**src/common/tcc_map.svh**
```systemverilog
// register map, field positions, opcodes and timing constants of the thermostat controller
// Operation
// RULE1: stored power-up select 1 gives thermostat start
// RULE2: supply low, line high, sixteen pulses escape
// RULE3: escape never alters stored power-up select
// RULE4: supply and line low ten seconds: off
// RULE5: temperature is signed eight-bit whole degrees
// RULE6: temperature readable only in communication mode
// RULE7: single select picks one-shot, communication only
// RULE8: start opcode repeats until stop opcode
// RULE9: one-shot start converts once then standby
// RULE10: done flag low converting, high after one-shot
// RULE11: counter read returns remaining gate count
// RULE12: load opcode copies slope into counter
// RULE13: output on above upper, off below lower
// RULE14: master writes trip points as signed degrees
// RULE15: polarity select one active-high, zero active-low
// RULE16: high flag sets above upper, master clears
// RULE17: low flag sets below lower, master clears
// RULE18: flags kept over power, both modes
// RULE19: flags and selects held in nonvolatile store
// RULE20: nonvolatile write busy up to ten ms
// RULE21: comparisons evaluated at each conversion end
`ifndef TCC_MAP_SVH
`define TCC_MAP_SVH
// ************************************************************
// opcodes
// ************************************************************
`define TCC_OP_RD_TEMP 8'hAA
`define TCC_OP_START 8'hEE
`define TCC_OP_STOP 8'h22
`define TCC_OP_WR_UPPER 8'h01
`define TCC_OP_WR_LOWER 8'h02
`define TCC_OP_RD_UPPER 8'hA1
`define TCC_OP_RD_LOWER 8'hA2
`define TCC_OP_WR_STATUS 8'h0C
`define TCC_OP_RD_STATUS 8'hAC
`define TCC_OP_RD_COUNT 8'hA0
`define TCC_OP_LD_COUNT 8'h41
// ************************************************************
// status byte fields
// ************************************************************
`define TCC_ST_DONE 7
`define TCC_ST_ONE 6
`define TCC_ST_BUSY 5
`define TCC_ST_HIF 4
`define TCC_ST_LOF 3
`define TCC_ST_PUP 2
`define TCC_ST_POLARITY 1
`define TCC_ST_SINGLE 0
// ************************************************************
// reset values of the store and timing
// ************************************************************
`define TCC_RST_UPPER 8'h00
`define TCC_RST_LOWER 8'h00
`define TCC_RST_CFG 5'h00
`define TCC_ESC_PULSES 5'h10
`define TCC_CLK_MHZ 250
`define TCC_NV_WRITE_MS 10
`define TCC_PWRDN_S 10
`define TCC_NV_WRITE_CYC (`TCC_NV_WRITE_MS * 1000 * `TCC_CLK_MHZ)
`define TCC_PWRDN_CYC (64'd`TCC_PWRDN_S * 64'd1000000 * 64'd`TCC_CLK_MHZ)
`endif

```
**src/common/tcc_pkg.sv**
```systemverilog
// types shared by the thermostat controller modules
`default_nettype none
package tcc_pkg;
    typedef enum logic [1:0] {
        ST_IDLE = 2'b01,
        ST_CONV = 2'b10
    } tcc_state_t;
    // result handed over by the analog core at the end of a gate period
    typedef struct packed {
        logic [7:0] temp;
        logic [8:0] remain;
        logic [8:0] slope;
    } tcc_conv_t;
    // nonvolatile configuration bits
    typedef struct packed {
        logic hi_flag;
        logic lo_flag;
        logic pup_thermo;
        logic polarity;
        logic single;
    } tcc_cfg_t;
    typedef enum logic [1:0] {
        NV_UPPER = 2'b00,
        NV_LOWER = 2'b01,
        NV_STATUS = 2'b10
    } tcc_nvsel_t;
endpackage
`default_nettype wire

```
**src/tcc_nvstore.sv**
```systemverilog
// nonvolatile store for trip points, flags and selects with write-busy timing
`include "tcc_map.svh"
`default_nettype none
module tcc_nvstore #(
    parameter logic [31:0] WRITE_CYC = 32'(`TCC_NV_WRITE_CYC)
) (
    input wire logic clk_i,
    input wire logic rst_i,
    input wire logic wr_i,
    input wire tcc_pkg::tcc_nvsel_t sel_i,
    input wire logic [7:0] data_i,
    input wire logic hi_set_i,
    input wire logic lo_set_i,
    output logic [7:0] upper_o,
    output logic [7:0] lower_o,
    output tcc_pkg::tcc_cfg_t cfg_o,
    output logic busy_o
);
    logic [31:0] cnt_r;
    logic [7:0] data_r;
    tcc_pkg::tcc_nvsel_t sel_r;
    logic commit;

    assign commit = busy_o && (cnt_r == 32'h0000_0001);

    // ************************************************************
    // write window: writes while busy are dropped to avoid corruption
    // ************************************************************
    always_ff @(posedge clk_i or posedge rst_i) begin
        if (rst_i) begin
            busy_o <= 1'b0;
            cnt_r <= 32'h0000_0000;
            data_r <= 8'h00;
            sel_r <= tcc_pkg::NV_UPPER;
        end else if (wr_i && !busy_o) begin // RULE20
            busy_o <= 1'b1;
            cnt_r <= WRITE_CYC;
            data_r <= data_i;
            sel_r <= sel_i;
        end else if (busy_o) begin
            cnt_r <= cnt_r - 32'h0000_0001;
            busy_o <= !commit;
        end
    end

    always_ff @(posedge clk_i or posedge rst_i) begin
        if (rst_i) begin
            upper_o <= `TCC_RST_UPPER;
            lower_o <= `TCC_RST_LOWER;
        end else if (commit) begin // RULE19
            if (sel_r == tcc_pkg::NV_UPPER) begin
                upper_o <= data_r;
            end
            if (sel_r == tcc_pkg::NV_LOWER) begin
                lower_o <= data_r;
            end
        end
    end

    // flags: a hardware set in the commit cycle wins over the master's clear
    always_ff @(posedge clk_i or posedge rst_i) begin
        if (rst_i) begin
            cfg_o <= `TCC_RST_CFG;
        end else begin
            if (commit && sel_r == tcc_pkg::NV_STATUS) begin // RULE19
                cfg_o.pup_thermo <= data_r[`TCC_ST_PUP];
                cfg_o.polarity <= data_r[`TCC_ST_POLARITY];
                cfg_o.single <= data_r[`TCC_ST_SINGLE];
                cfg_o.hi_flag <= data_r[`TCC_ST_HIF] | hi_set_i; // RULE16
                cfg_o.lo_flag <= data_r[`TCC_ST_LOF] | lo_set_i; // RULE17
            end else begin
                cfg_o.hi_flag <= cfg_o.hi_flag | hi_set_i; // RULE16 RULE18
                cfg_o.lo_flag <= cfg_o.lo_flag | lo_set_i; // RULE17
            end
        end
    end
endmodule // tcc_nvstore
`default_nettype wire

```
**src/tcc_top.sv**
```systemverilog
// conversion control, thermostat output and mode control of the temperature sensor
`include "tcc_map.svh"
`default_nettype none
module tcc_top #(
    parameter logic [31:0] NV_WRITE_CYC = 32'(`TCC_NV_WRITE_CYC),
    parameter logic [31:0] PWRDN_CYC = 32'(`TCC_PWRDN_CYC)
) (
    input wire logic MCLK_I,
    input wire logic RST_I,
    input wire logic VDD_I,
    input wire logic DQ_I,
    output logic DQ_O,
    output logic DQ_OE_O,
    input wire logic CMD_VALID_I,
    input wire logic [7:0] CMD_OP_I,
    input wire logic [7:0] CMD_DATA_I,
    output logic RSP_VALID_O,
    output logic [8:0] RSP_DATA_O,
    output logic CONV_START_O,
    input wire logic CONV_DONE_I,
    input wire tcc_pkg::tcc_conv_t CONV_RES_I,
    output logic THERMO_MODE_O,
    output logic POWERED_DOWN_O
);
    // ************************************************************
    // declarations
    // ************************************************************
    tcc_pkg::tcc_state_t state_r;
    tcc_pkg::tcc_cfg_t cfg;
    logic [7:0] upper;
    logic [7:0] lower;
    logic nv_busy;

    logic [7:0] temp_r;
    logic [8:0] count_r;
    logic [8:0] slope_r;

    logic cont_r;
    logic done_r;
    logic act_r;
    logic thermo_r;

    logic vdd_prev_r;
    logic dq_prev_r;
    logic armed_r;
    logic [4:0] esc_cnt_r;
    logic esc_done_r;
    logic [31:0] pd_cnt_r;

    logic live;
    logic cmd;
    logic conv_end;
    logic hi_hit;
    logic lo_hit;
    logic nv_wr;
    tcc_pkg::tcc_nvsel_t nv_sel;

    // signed compare of two temperature bytes
    function automatic logic above(input logic [7:0] a, input logic [7:0] b);
        above = $signed(a) > $signed(b);
    endfunction

    function automatic logic is_op(input logic [7:0] op, input logic [7:0] code);
        is_op = (op == code);
    endfunction

    // the device answers commands only when powered and in communication mode
    assign live = VDD_I && !POWERED_DOWN_O;
    assign cmd = CMD_VALID_I && live && !thermo_r;
    assign conv_end = CONV_DONE_I && (state_r == tcc_pkg::ST_CONV);
    assign hi_hit = conv_end && above(CONV_RES_I.temp, upper); // RULE21
    assign lo_hit = conv_end && above(lower, CONV_RES_I.temp); // RULE21

    always_comb begin
        nv_wr = 1'b0;
        nv_sel = tcc_pkg::NV_UPPER;
        if (cmd) begin
            if (is_op(CMD_OP_I, `TCC_OP_WR_UPPER)) begin // RULE14
                nv_wr = 1'b1;
            end else if (is_op(CMD_OP_I, `TCC_OP_WR_LOWER)) begin
                nv_wr = 1'b1;
                nv_sel = tcc_pkg::NV_LOWER;
            end else if (is_op(CMD_OP_I, `TCC_OP_WR_STATUS)) begin
                nv_wr = 1'b1;
                nv_sel = tcc_pkg::NV_STATUS;
            end
        end
    end

    tcc_nvstore #(
        .WRITE_CYC(NV_WRITE_CYC)
    ) u_store (
        .clk_i(MCLK_I),
        .rst_i(RST_I),
        .wr_i(nv_wr),
        .sel_i(nv_sel),
        .data_i(CMD_DATA_I),
        .hi_set_i(hi_hit),
        .lo_set_i(lo_hit),
        .upper_o(upper),
        .lower_o(lower),
        .cfg_o(cfg),
        .busy_o(nv_busy)
    );

    // ************************************************************
    // supply, escape sequence and power-down
    // ************************************************************
    always_ff @(posedge MCLK_I or posedge RST_I) begin
        if (RST_I) begin
            vdd_prev_r <= 1'b0;
            dq_prev_r <= 1'b1;
        end else begin
            vdd_prev_r <= VDD_I;
            dq_prev_r <= DQ_I;
        end
    end

    // pulses are only counted while the supply is held off with the line seen high first
    always_ff @(posedge MCLK_I or posedge RST_I) begin
        if (RST_I) begin
            armed_r <= 1'b0;
            esc_cnt_r <= 5'h00;
            esc_done_r <= 1'b0;
        end else if (VDD_I) begin
            armed_r <= 1'b0;
            esc_cnt_r <= 5'h00;
            if (!vdd_prev_r) begin
                esc_done_r <= 1'b0;
            end
        end else if (vdd_prev_r) begin
            armed_r <= DQ_I; // RULE2
            esc_cnt_r <= 5'h00;
            esc_done_r <= 1'b0;
        end else if (armed_r && dq_prev_r && !DQ_I && !esc_done_r) begin
            esc_cnt_r <= esc_cnt_r + 5'h01; // RULE2
            esc_done_r <= (esc_cnt_r + 5'h01) == `TCC_ESC_PULSES;
        end
    end

    // mode is picked at supply rise; the stored select is only read here, never written
    always_ff @(posedge MCLK_I or posedge RST_I) begin
        if (RST_I) begin
            thermo_r <= 1'b0;
        end else if (VDD_I && !vdd_prev_r) begin
            if (esc_done_r) begin
                thermo_r <= !thermo_r; // RULE3
            end else begin
                thermo_r <= cfg.pup_thermo; // RULE1
            end
        end
    end

    // power-down is left only by a fresh supply rise
    always_ff @(posedge MCLK_I or posedge RST_I) begin
        if (RST_I) begin
            pd_cnt_r <= 32'h0000_0000;
            POWERED_DOWN_O <= 1'b0;
        end else if (VDD_I) begin
            pd_cnt_r <= 32'h0000_0000;
            POWERED_DOWN_O <= 1'b0;
        end else if (DQ_I) begin
            pd_cnt_r <= 32'h0000_0000;
        end else if (pd_cnt_r >= PWRDN_CYC - 32'h0000_0001) begin
            POWERED_DOWN_O <= 1'b1; // RULE4
        end else begin
            pd_cnt_r <= pd_cnt_r + 32'h0000_0001;
        end
    end

    // ************************************************************
    // conversion control
    // ************************************************************
    always_ff @(posedge MCLK_I or posedge RST_I) begin
        if (RST_I) begin
            state_r <= tcc_pkg::ST_IDLE;
            cont_r <= 1'b0;
            done_r <= 1'b0;
            CONV_START_O <= 1'b0;
        end else begin
            CONV_START_O <= 1'b0;
            if (!VDD_I || POWERED_DOWN_O) begin
                state_r <= tcc_pkg::ST_IDLE;
                cont_r <= 1'b0;
                done_r <= 1'b0;
            end else if (!vdd_prev_r) begin
                cont_r <= 1'b0;
                done_r <= 1'b0;
                if (esc_done_r ? !thermo_r : cfg.pup_thermo) begin
                    state_r <= tcc_pkg::ST_CONV; // RULE1
                    CONV_START_O <= 1'b1;
                end
            end else begin
                case (state_r)
                    tcc_pkg::ST_IDLE: begin
                        if (cmd && is_op(CMD_OP_I, `TCC_OP_START)) begin
                            state_r <= tcc_pkg::ST_CONV; // RULE8
                            CONV_START_O <= 1'b1;
                            cont_r <= !cfg.single; // RULE7
                            done_r <= 1'b0; // RULE10
                        end
                    end
                    tcc_pkg::ST_CONV: begin
                        if (cmd && is_op(CMD_OP_I, `TCC_OP_STOP) && cont_r) begin
                            state_r <= tcc_pkg::ST_IDLE; // RULE8
                            cont_r <= 1'b0;
                        end else if (conv_end) begin
                            if (cont_r || thermo_r) begin
                                CONV_START_O <= 1'b1; // RULE8
                            end else begin
                                state_r <= tcc_pkg::ST_IDLE; // RULE9
                                done_r <= 1'b1; // RULE10
                            end
                        end
                    end
                    default: begin
                        state_r <= tcc_pkg::ST_IDLE;
                    end
                endcase
            end
        end
    end

    // result registers and the counter readback path
    always_ff @(posedge MCLK_I or posedge RST_I) begin
        if (RST_I) begin
            temp_r <= 8'h00;
            count_r <= 9'h000;
            slope_r <= 9'h000;
        end else if (conv_end) begin
            temp_r <= CONV_RES_I.temp; // RULE5
            count_r <= CONV_RES_I.remain; // RULE11
            slope_r <= CONV_RES_I.slope;
        end else if (cmd && is_op(CMD_OP_I, `TCC_OP_LD_COUNT)) begin
            count_r <= slope_r; // RULE12
        end
    end

    // ************************************************************
    // thermostat output with hysteresis
    // ************************************************************
    always_ff @(posedge MCLK_I or posedge RST_I) begin
        if (RST_I) begin
            act_r <= 1'b0;
        end else if (hi_hit) begin
            act_r <= 1'b1; // RULE13
        end else if (lo_hit) begin
            act_r <= 1'b0; // RULE13
        end
    end

    // open drain: in thermostat mode with the supply up, the pin is pulled low whenever the wanted level is low
    always_ff @(posedge MCLK_I or posedge RST_I) begin
        if (RST_I) begin
            DQ_O <= 1'b0;
            DQ_OE_O <= 1'b0;
            THERMO_MODE_O <= 1'b0;
        end else begin
            DQ_O <= 1'b0;
            DQ_OE_O <= thermo_r && live && (act_r ^ cfg.polarity); // RULE15
            THERMO_MODE_O <= thermo_r;
        end
    end

    // ************************************************************
    // command answers
    // ************************************************************
    always_ff @(posedge MCLK_I or posedge RST_I) begin
        if (RST_I) begin
            RSP_VALID_O <= 1'b0;
            RSP_DATA_O <= 9'h000;
        end else begin
            RSP_VALID_O <= 1'b0;
            if (cmd) begin
                RSP_VALID_O <= 1'b1;
                case (CMD_OP_I)
                    `TCC_OP_RD_TEMP: RSP_DATA_O <= {1'b0, temp_r}; // RULE6
                    `TCC_OP_RD_UPPER: RSP_DATA_O <= {1'b0, upper};
                    `TCC_OP_RD_LOWER: RSP_DATA_O <= {1'b0, lower};
                    `TCC_OP_RD_COUNT: RSP_DATA_O <= count_r; // RULE11
                    // done only reports one-shot conversions; continuous mode reads 0
                    `TCC_OP_RD_STATUS: RSP_DATA_O <= {1'b0, done_r & cfg.single, 1'b1, nv_busy,
                        cfg.hi_flag, cfg.lo_flag, cfg.pup_thermo, cfg.polarity, cfg.single};
                    default: RSP_VALID_O <= 1'b0;
                endcase
            end
        end
    end
endmodule // tcc_top
`default_nettype wire

```
**config.mk**
```make
export PLATFORM = sky130hd
export DESIGN_NAME = tcc_top
export DESIGN_NICKNAME = d
export VERILOG_FILES = /design/src/common/tcc_pkg.sv /design/src/tcc_nvstore.sv /design/src/tcc_top.sv
export VERILOG_INCLUDE_DIRS = /design/src /design/src/common
export SDC_FILE = /design/constraint.sdc
export NUM_CORES = 1
export LEC_CHECK = 0
export BUFFER_PORTS_ARGS = -buffer_cell sky130_fd_sc_hd__buf_2
export CAP_MARGIN = 40
export CORE_MARGIN = 1
export CORE_UTILIZATION = 50
export CTS_BUF_LIST = sky130_fd_sc_hd__clkbuf_16
export CTS_CLUSTER_SIZE = 40
export DETAILED_ROUTE_END_ITERATION = 12
export GPL_TIMING_DRIVEN = 1
export PLACE_DENSITY = 0.76
export SLEW_MARGIN = 20
export SYNTH_ARGS = -nofsm -noshare
export SYNTH_HDL_FRONTEND = slang
export SYNTH_SLANG_ARGS = --single-unit
```
**constraint.sdc**
```tcl
create_clock -name MCLK_I -period 4.7 [get_ports MCLK_I]
set_input_delay 0 -clock MCLK_I [delete_from_list [all_inputs] [get_ports MCLK_I]]
set_output_delay 0 -clock MCLK_I [all_outputs]
set_load 0.02 [all_outputs]
```
==> impl_metrics.env, run 1 <==
export IMPL_drtIter0Drc=523
export IMPL_seqCellArea_um2=3780
export IMPL_synth_ff_type="dfrtp_1"
export IMPL_rr_endpoint="u_store.sel_r[1]$_DFFE_PP0P_"
export IMPL_leakagePower_nw=4.37
export IMPL_drv_cap=0
export IMPL_grt_pass1_wl_mm=32.2
export IMPL_crit_required_ps=5060
export IMPL_power_mw=3.35
export IMPL_rsz0062_at_grt="no"
export IMPL_cts_tree="done"
export IMPL_cts_made_buffers=17
export IMPL_synth_edf_count=0
export IMPL_netlist_area_um2=8130
export IMPL_hpwlAfterDp_mm=13.1
export IMPL_die_area_um2=16800
export IMPL_cts_max_level=4
export IMPL_gr_total_overflow=0
export IMPL_die_w_um=130
export IMPL_fin_nets=1020
export IMPL_postSynthCellCount=851
export IMPL_port_buffers=61
export IMPL_reg2reg_depth=6
export IMPL_yosys_warnings=0
export IMPL_r2r_start="thermo_r$_DFFE_PP0P_"
export IMPL_drt_wirelength_per_cell_um=16.4
export IMPL_synth_area_leaders="dfrtp_1, nand2_1, mux2_2, ha_1, mux2i_1"
export IMPL_cts_setup_buffers=0
export IMPL_timing_fmax_mhz=339
export IMPL_worstMarginPinSlew_ps=849
export IMPL_hold_viol_final=0
export IMPL_grt_max_degree=58
export IMPL_grtUsageTotal_pct=24.7
export IMPL_synth_top_area_share_pct=45.9
export IMPL_die_h_um=130
export IMPL_place_congestion=0.869
export IMPL_synth_nets=922
export IMPL_critPathCaptureType="flop"
export IMPL_period_share_pct=62.8
export IMPL_slew_headroom_pct=43.1
export IMPL_drt_total_wl_mm=19.3
export IMPL_yosysMostFrequentCell="dfrtp_1"
export IMPL_crit_end="u_store.sel_r[1]$_DFFE_PP0P_"
export IMPL_ys_ff_latch=151
export IMPL_ant_nets=0
export IMPL_drive_gt1_share_pct=16.1
export IMPL_fillers=1346
export IMPL_critPathMaxFanout=6
export IMPL_vdd_drop_max_v=0.000263
export IMPL_core_rowCount=46
export IMPL_hold_worst_slack_ps=119
export IMPL_powerDensity_nw_per_um2=347
export IMPL_synth_distinct_cells=78
export IMPL_ys_seq_area_share_pct=46.5
export IMPL_arrival_ps=3310
export IMPL_worst_setup_path_start_kind="flop"
export IMPL_multiInputGateArea_um2=4060
export IMPL_fin_skew_ps=9.07
export IMPL_critPathLaunch="thermo_r$_DFFE_PP0P_"
export IMPL_async_reset_ff_share_pct=100
export IMPL_period_minus_slack_ps=2950
export IMPL_clkSlewWorstSetupHoldPaths_ps=60
export IMPL_fp_coreArea_um2=15900
export IMPL_setup_viol=0
export IMPL_drtPass1Iterations=5
export IMPL_drc=0
export IMPL_synthTopCellsByCount="dfrtp_1, nand2_1, nor2_1"
export IMPL_dp_cells=1101
export IMPL_antenna_found_initial=0
export IMPL_hold_class="primary input to flop"
export IMPL_pin_count=63
export IMPL_drv_slew=0
export IMPL_initial_core_util_pct=51.2
export IMPL_area_delta_synth_final_pct=18.7
export IMPL_cts_root_buf="clkbuf_16"
export IMPL_avgSynthCellArea_um2=9.55
export IMPL_clkSinkCount=151
export IMPL_path_class="flop to flop"
export IMPL_viasPerCell=5.73
export IMPL_vias=6752
export IMPL_status="finished, final reports clean"
export IMPL_timing_setup_tns_ps=0
export IMPL_layout_cells_non_filler=1178
export IMPL_rrSetupSlack_ps=1750
export IMPL_cts_buffer_depth=2
export IMPL_synth_area_leader_cell="dfrtp_1"
export IMPL_grt_pass1_vias=6425
export IMPL_clock_latency_ps=430
export IMPL_n_antenna_cell=0
-- critical path, cell delays in order (launching register included) --
cell and delay, ps:
dfrtp_1 440, nand4bb_1 320, nor4_1 580, a31oi_1 160, dlygate4sd3_1 580, o31ai_1 220
dlygate4sd3_1 580
-- sequential cells by signal, indices dropped and copies added, names as in the netlist, 2 cells and up --
signal	count
state_r	2
u_store.upper_o	8
slope_r	9
u_store.data_r	8
RSP_DATA_O	9
u_store.cfg_o	5
u_store.sel_r	2
count_r	9
u_store.lower_o	8
pd_cnt_r	32
u_store.cnt_r	32
esc_cnt_r	5
temp_r	8
-- metrics by stage --
stage	setup slack, ps	util, %	area [um2]
after detailed placement	2140	54.5	8650
after floorplan	639	-	8130
after CTS	1820	60.6	9630
final	1750	60.7	9650
after global routing	1540	60.7	9650
after global placement	2120	54.1	8590
-- cell usage in the layout, fill, tap and decap left out, types with 5 or more instances in the layout --
master,netlist,layout
a21o_1,8,8
a21oi_1,45,45
a31oi_1,11,11
and2_1,5,5
and3_1,10,10
buf_2,4,63
buf_4,3,5
clkbuf_16,0,17
clkinv_4,0,5
dfrtp_1,149,149
dlygate4sd3_1,0,43
ha_1,23,23
inv_1,37,36
inv_6,0,7
mux2_2,26,26
mux2i_1,28,28
nand2_1,134,134
nand2b_1,7,7
nand3_1,24,24
nand4_1,29,29
nor2_1,50,50
nor3_1,20,20
nor3b_1,5,5
nor4_1,11,10
nor4bb_1,6,6
o211ai_1,6,6
o21ai_0,38,38
o31ai_1,15,15
or3_1,14,14
or4_1,19,19
xor2_1,5,5
-- cell families after synthesis --
| kind of cell | after synthesis | synth area share (%) |
|---|---|---|
| xor+xnor | 9 | 0.970 |
| flops | 151 | 46.5 |
| fa+ha+maj | 23 | 3.54 |
| other cells | 1 | 0.0461 |
| compound gates | 172 | 14.0 |
| simple gates | 368 | 24.2 |
| buf+inv | 73 | 3.66 |
| mux | 54 | 7.05 |
-- layer usage --
metal / track usage (%) / part of all wire (%) / vias up
met4: 9.92 / 2.0 / 0
met5: 0 / 0 / -
met3: 3.88 / 3.4 / 31
met2: 39.5 / 49 / 134
met1: 33.7 / 46 / 3264
li1: - / - / 3323
-- worst min path at each step --
stage | endpoint | start | slack, ps | cells after the start
2_1_floorplan | dq_prev_r$_DFF_PP1_ | DQ_I | 4 | 0
3_3_place_gp | dq_prev_r$_DFF_PP1_ | DQ_I | 140 | 1
3_5_place_dp | u_store.cnt_r[15]$_DFFE_PP0P_ | RST_I | 60 | 2
4_1_cts | RSP_DATA_O[8]$_DFFE_PP0P_ | CMD_OP_I[0] | 90 | 3
5_1_grt | RSP_DATA_O[8]$_DFFE_PP0P_ | CMD_OP_I[0] | 160 | 3
6_report | RSP_DATA_O[8]$_DFFE_PP0P_ | CMD_OP_I[0] | 120 | 3
-- power by group --
group / internal (mW) / switching [mW]
clock network: 0.685 / 0.577
logic: 0.214 / 0.267
registers: 1.47 / 0.135
-- area by class of cell --
cell class	count	area share (%)
flip-flops and latches	151	39.2
multi-input cells	627	42.1
well taps	216	2.80
clock inverters	15	1.23
repair buffers	115	8.77
clock buffers	17	4.41
inverters	37	1.49
-- what timing repair did --
action,CTS,global route
gates resized for setup,0,0
endpoints found under the setup margin,0,0
hold buffers,43,0
hold endpoints to repair,91,0
Note: power is estimated with default switching activity, not from simulation.
==> run 2: changes to the inputs <==
PLACE_DENSITY = 0.79   (was 0.76)
clock period = 2.6 ns   (was 4.7 ns; I/O delays follow)
==> impl_metrics.env, run 2 (same netlist as run 1, synthesis figures left out) <==
export IMPL_status="finished, final reports clean"
export IMPL_setup_viol=0
export IMPL_powerDensity_nw_per_um2=623
export IMPL_period_minus_slack_ps=2430
export IMPL_timing_setup_tns_ps=0
export IMPL_worst_setup_path_start_kind="flop"
export IMPL_leakagePower_nw=4.46
export IMPL_reg_largest_list="pd_cnt_r (32), u_store.cnt_r (32)"
export IMPL_cts_max_level=4
export IMPL_reg2reg_depth=5
export IMPL_gr_total_overflow=0
export IMPL_cts_setup_buffers=0
export IMPL_drive_gt1_share_pct=17.7
export IMPL_drv_cap=0
export IMPL_hpwlAfterDp_mm=13.6
export IMPL_drv_slew=0
export IMPL_period_share_pct=93.4
export IMPL_final_cell_mix="dfrtp_1, nand2_1, buf_2, nor2_1, a21oi_1"
export IMPL_sequentialPowerShare_pct=47.4
export IMPL_switching_power_mw=1.75
export IMPL_die_w_um=130
export IMPL_die_h_um=130
export IMPL_pin_count=63
export IMPL_slew_headroom_pct=50.4
export IMPL_layout_commonest_cell="dfrtp_1"
export IMPL_ant_nets=0
export IMPL_cts_buffer_depth=2
export IMPL_clockPowerShare_pct=38.2
export IMPL_cts_made_buffers=17
export IMPL_share_comb_of_total_power_pct=14.4
export IMPL_grt_max_degree=57
export IMPL_die_area_um2=16800
export IMPL_port_buffers=61
export IMPL_hold_depth=3
export IMPL_drtPass1Iterations=5
export IMPL_hold_class="primary input to flop"
export IMPL_vdd_drop_max_v=0.000595
export IMPL_vias=6978
export IMPL_worstMarginPinSlew_ps=739
export IMPL_drt_total_wl_mm=20.0
export IMPL_intPower_mw=4.37
export IMPL_fin_nets=1038
export IMPL_timing_fmax_mhz=412
export IMPL_antenna_found_initial=1
export IMPL_clock_latency_ps=430
export IMPL_fp_coreArea_um2=15900
export IMPL_arrival_ps=2750
export IMPL_clkSinkCount=151
export IMPL_clkSlewWorstSetupHoldPaths_ps=70
export IMPL_path_class="flop to flop"
export IMPL_grtUsageTotal_pct=25.5
export IMPL_cts_root_buf="clkbuf_16"
export IMPL_rsz0062_at_grt="no"
export IMPL_core_rowCount=46
export IMPL_viasPerCell=5.83
export IMPL_drc=0
export IMPL_power_mw=6.12
export IMPL_critPathMaxFanout=8
export IMPL_grt_pass1_wl_mm=33.3
export IMPL_crit_required_ps=2920
export IMPL_area_delta_synth_final_pct=21.0
export IMPL_grt_pass1_vias=6824
export IMPL_critPathCaptureType="flop"
export IMPL_hold_viol_final=0
export IMPL_cts_tree="done"
export IMPL_initial_core_util_pct=51.2
export IMPL_drt_wirelength_per_cell_um=16.7
export IMPL_drtIter0Drc=529
export IMPL_place_congestion=0.870
export IMPL_switching_share_pct=28.5
export IMPL_fin_skew_ps=9.23
==> run 2: cell types whose count changed in the layout (fill, tap and decap cells not counted), sizes merged <==
cell         before  now
buf              71   91
bufinv            0    1
clkbuf           18   17
clkinvlp          1    5
diode             0    1
dlygate4sd3      43   42
inv              43   38
==> run 2: critical path, cell delays in order (launching register included) <==
cell	delay [ps]
dfrtp_1	420
or3b_1	420
or3_4	430
nor3_4	300
and3_2	380
mux2_2	370
==> run 2: final cells by class <==
cell class                 count  area (um2)
fill                        1326        6050
multi-input combinational    627        4070
sequential                   151        3780
timing repair buffer         133        1010
clock buffer                  17         425
tap                          216         270
inverter                      37         143
clock inverter                15         134
antenna                        1        2.50
==> run 2: layer usage <==
| metal | up-vias | wire, um | GRT usage (%) |
|---|---|---|---|
| met5 | - | 0 | 0 |
| met4 | 0 | 608 | 12.4 |
| met3 | 42 | 954 | 4.50 |
| li1 | 3359 | - | - |
| met1 | 3378 | 8560 | 33.1 |
| met2 | 199 | 9930 | 41.6 |
==> run 2: stage by stage <==
step           hold WS, ps  utilization, %  std cells  setup slack (ps)  instance area, um2
2_1_floorplan         4.48               -        851               343                8130
3_3_place_gp           147            55.5       1120               190                8810
3_5_place_dp           149            55.5       1121               100                8820
4_1_cts                101            61.7       1195              74.5                9800
5_1_grt                138            61.9       1197              74.2                9830
6_report               122            61.9       1197               171                9830
==> run 2: timing repair <==
item | in CTS | in global routing
resized for setup | 0 | 1
hold endpoints to repair | 75 | 0
hold buffers | 42 | 0
endpoints found under the setup margin | 0 | 6
==> run 2: final timing paths <==
path	to	startpoint	slack, ps
max reg2reg	u_store.lower_o[3]$_DFFE_PP0P_	u_store.cnt_r[3]$_DFFE_PP0P_	170
min reg2reg	slope_r[3]$_DFFE_PP0P_	slope_r[3]$_DFFE_PP0P_	470
max in group asynchronous	state_r[0]$_DFFE_PP1P_	RST_I	1750
min	RSP_DATA_O[8]$_DFFE_PP0P_	CMD_OP_I[0]	120
min in group asynchronous	u_store.cnt_r[14]$_DFFE_PP0P_	RST_I	130
max	u_store.lower_o[3]$_DFFE_PP0P_	u_store.cnt_r[3]$_DFFE_PP0P_	170
==> run 2: power groups by stage <==
stage | combinational [mW] | sequential [mW] | clock [mW]
3_5_place_dp | 0.821 | 2.94 | 0
3_3_place_gp | 0.787 | 2.92 | 0
2_1_floorplan | 0.574 | 2.89 | 0
4_1_cts | 0.877 | 2.90 | 2.37
6_report | 0.881 | 2.90 | 2.34
5_1_grt | 1.00 | 2.94 | 2.46
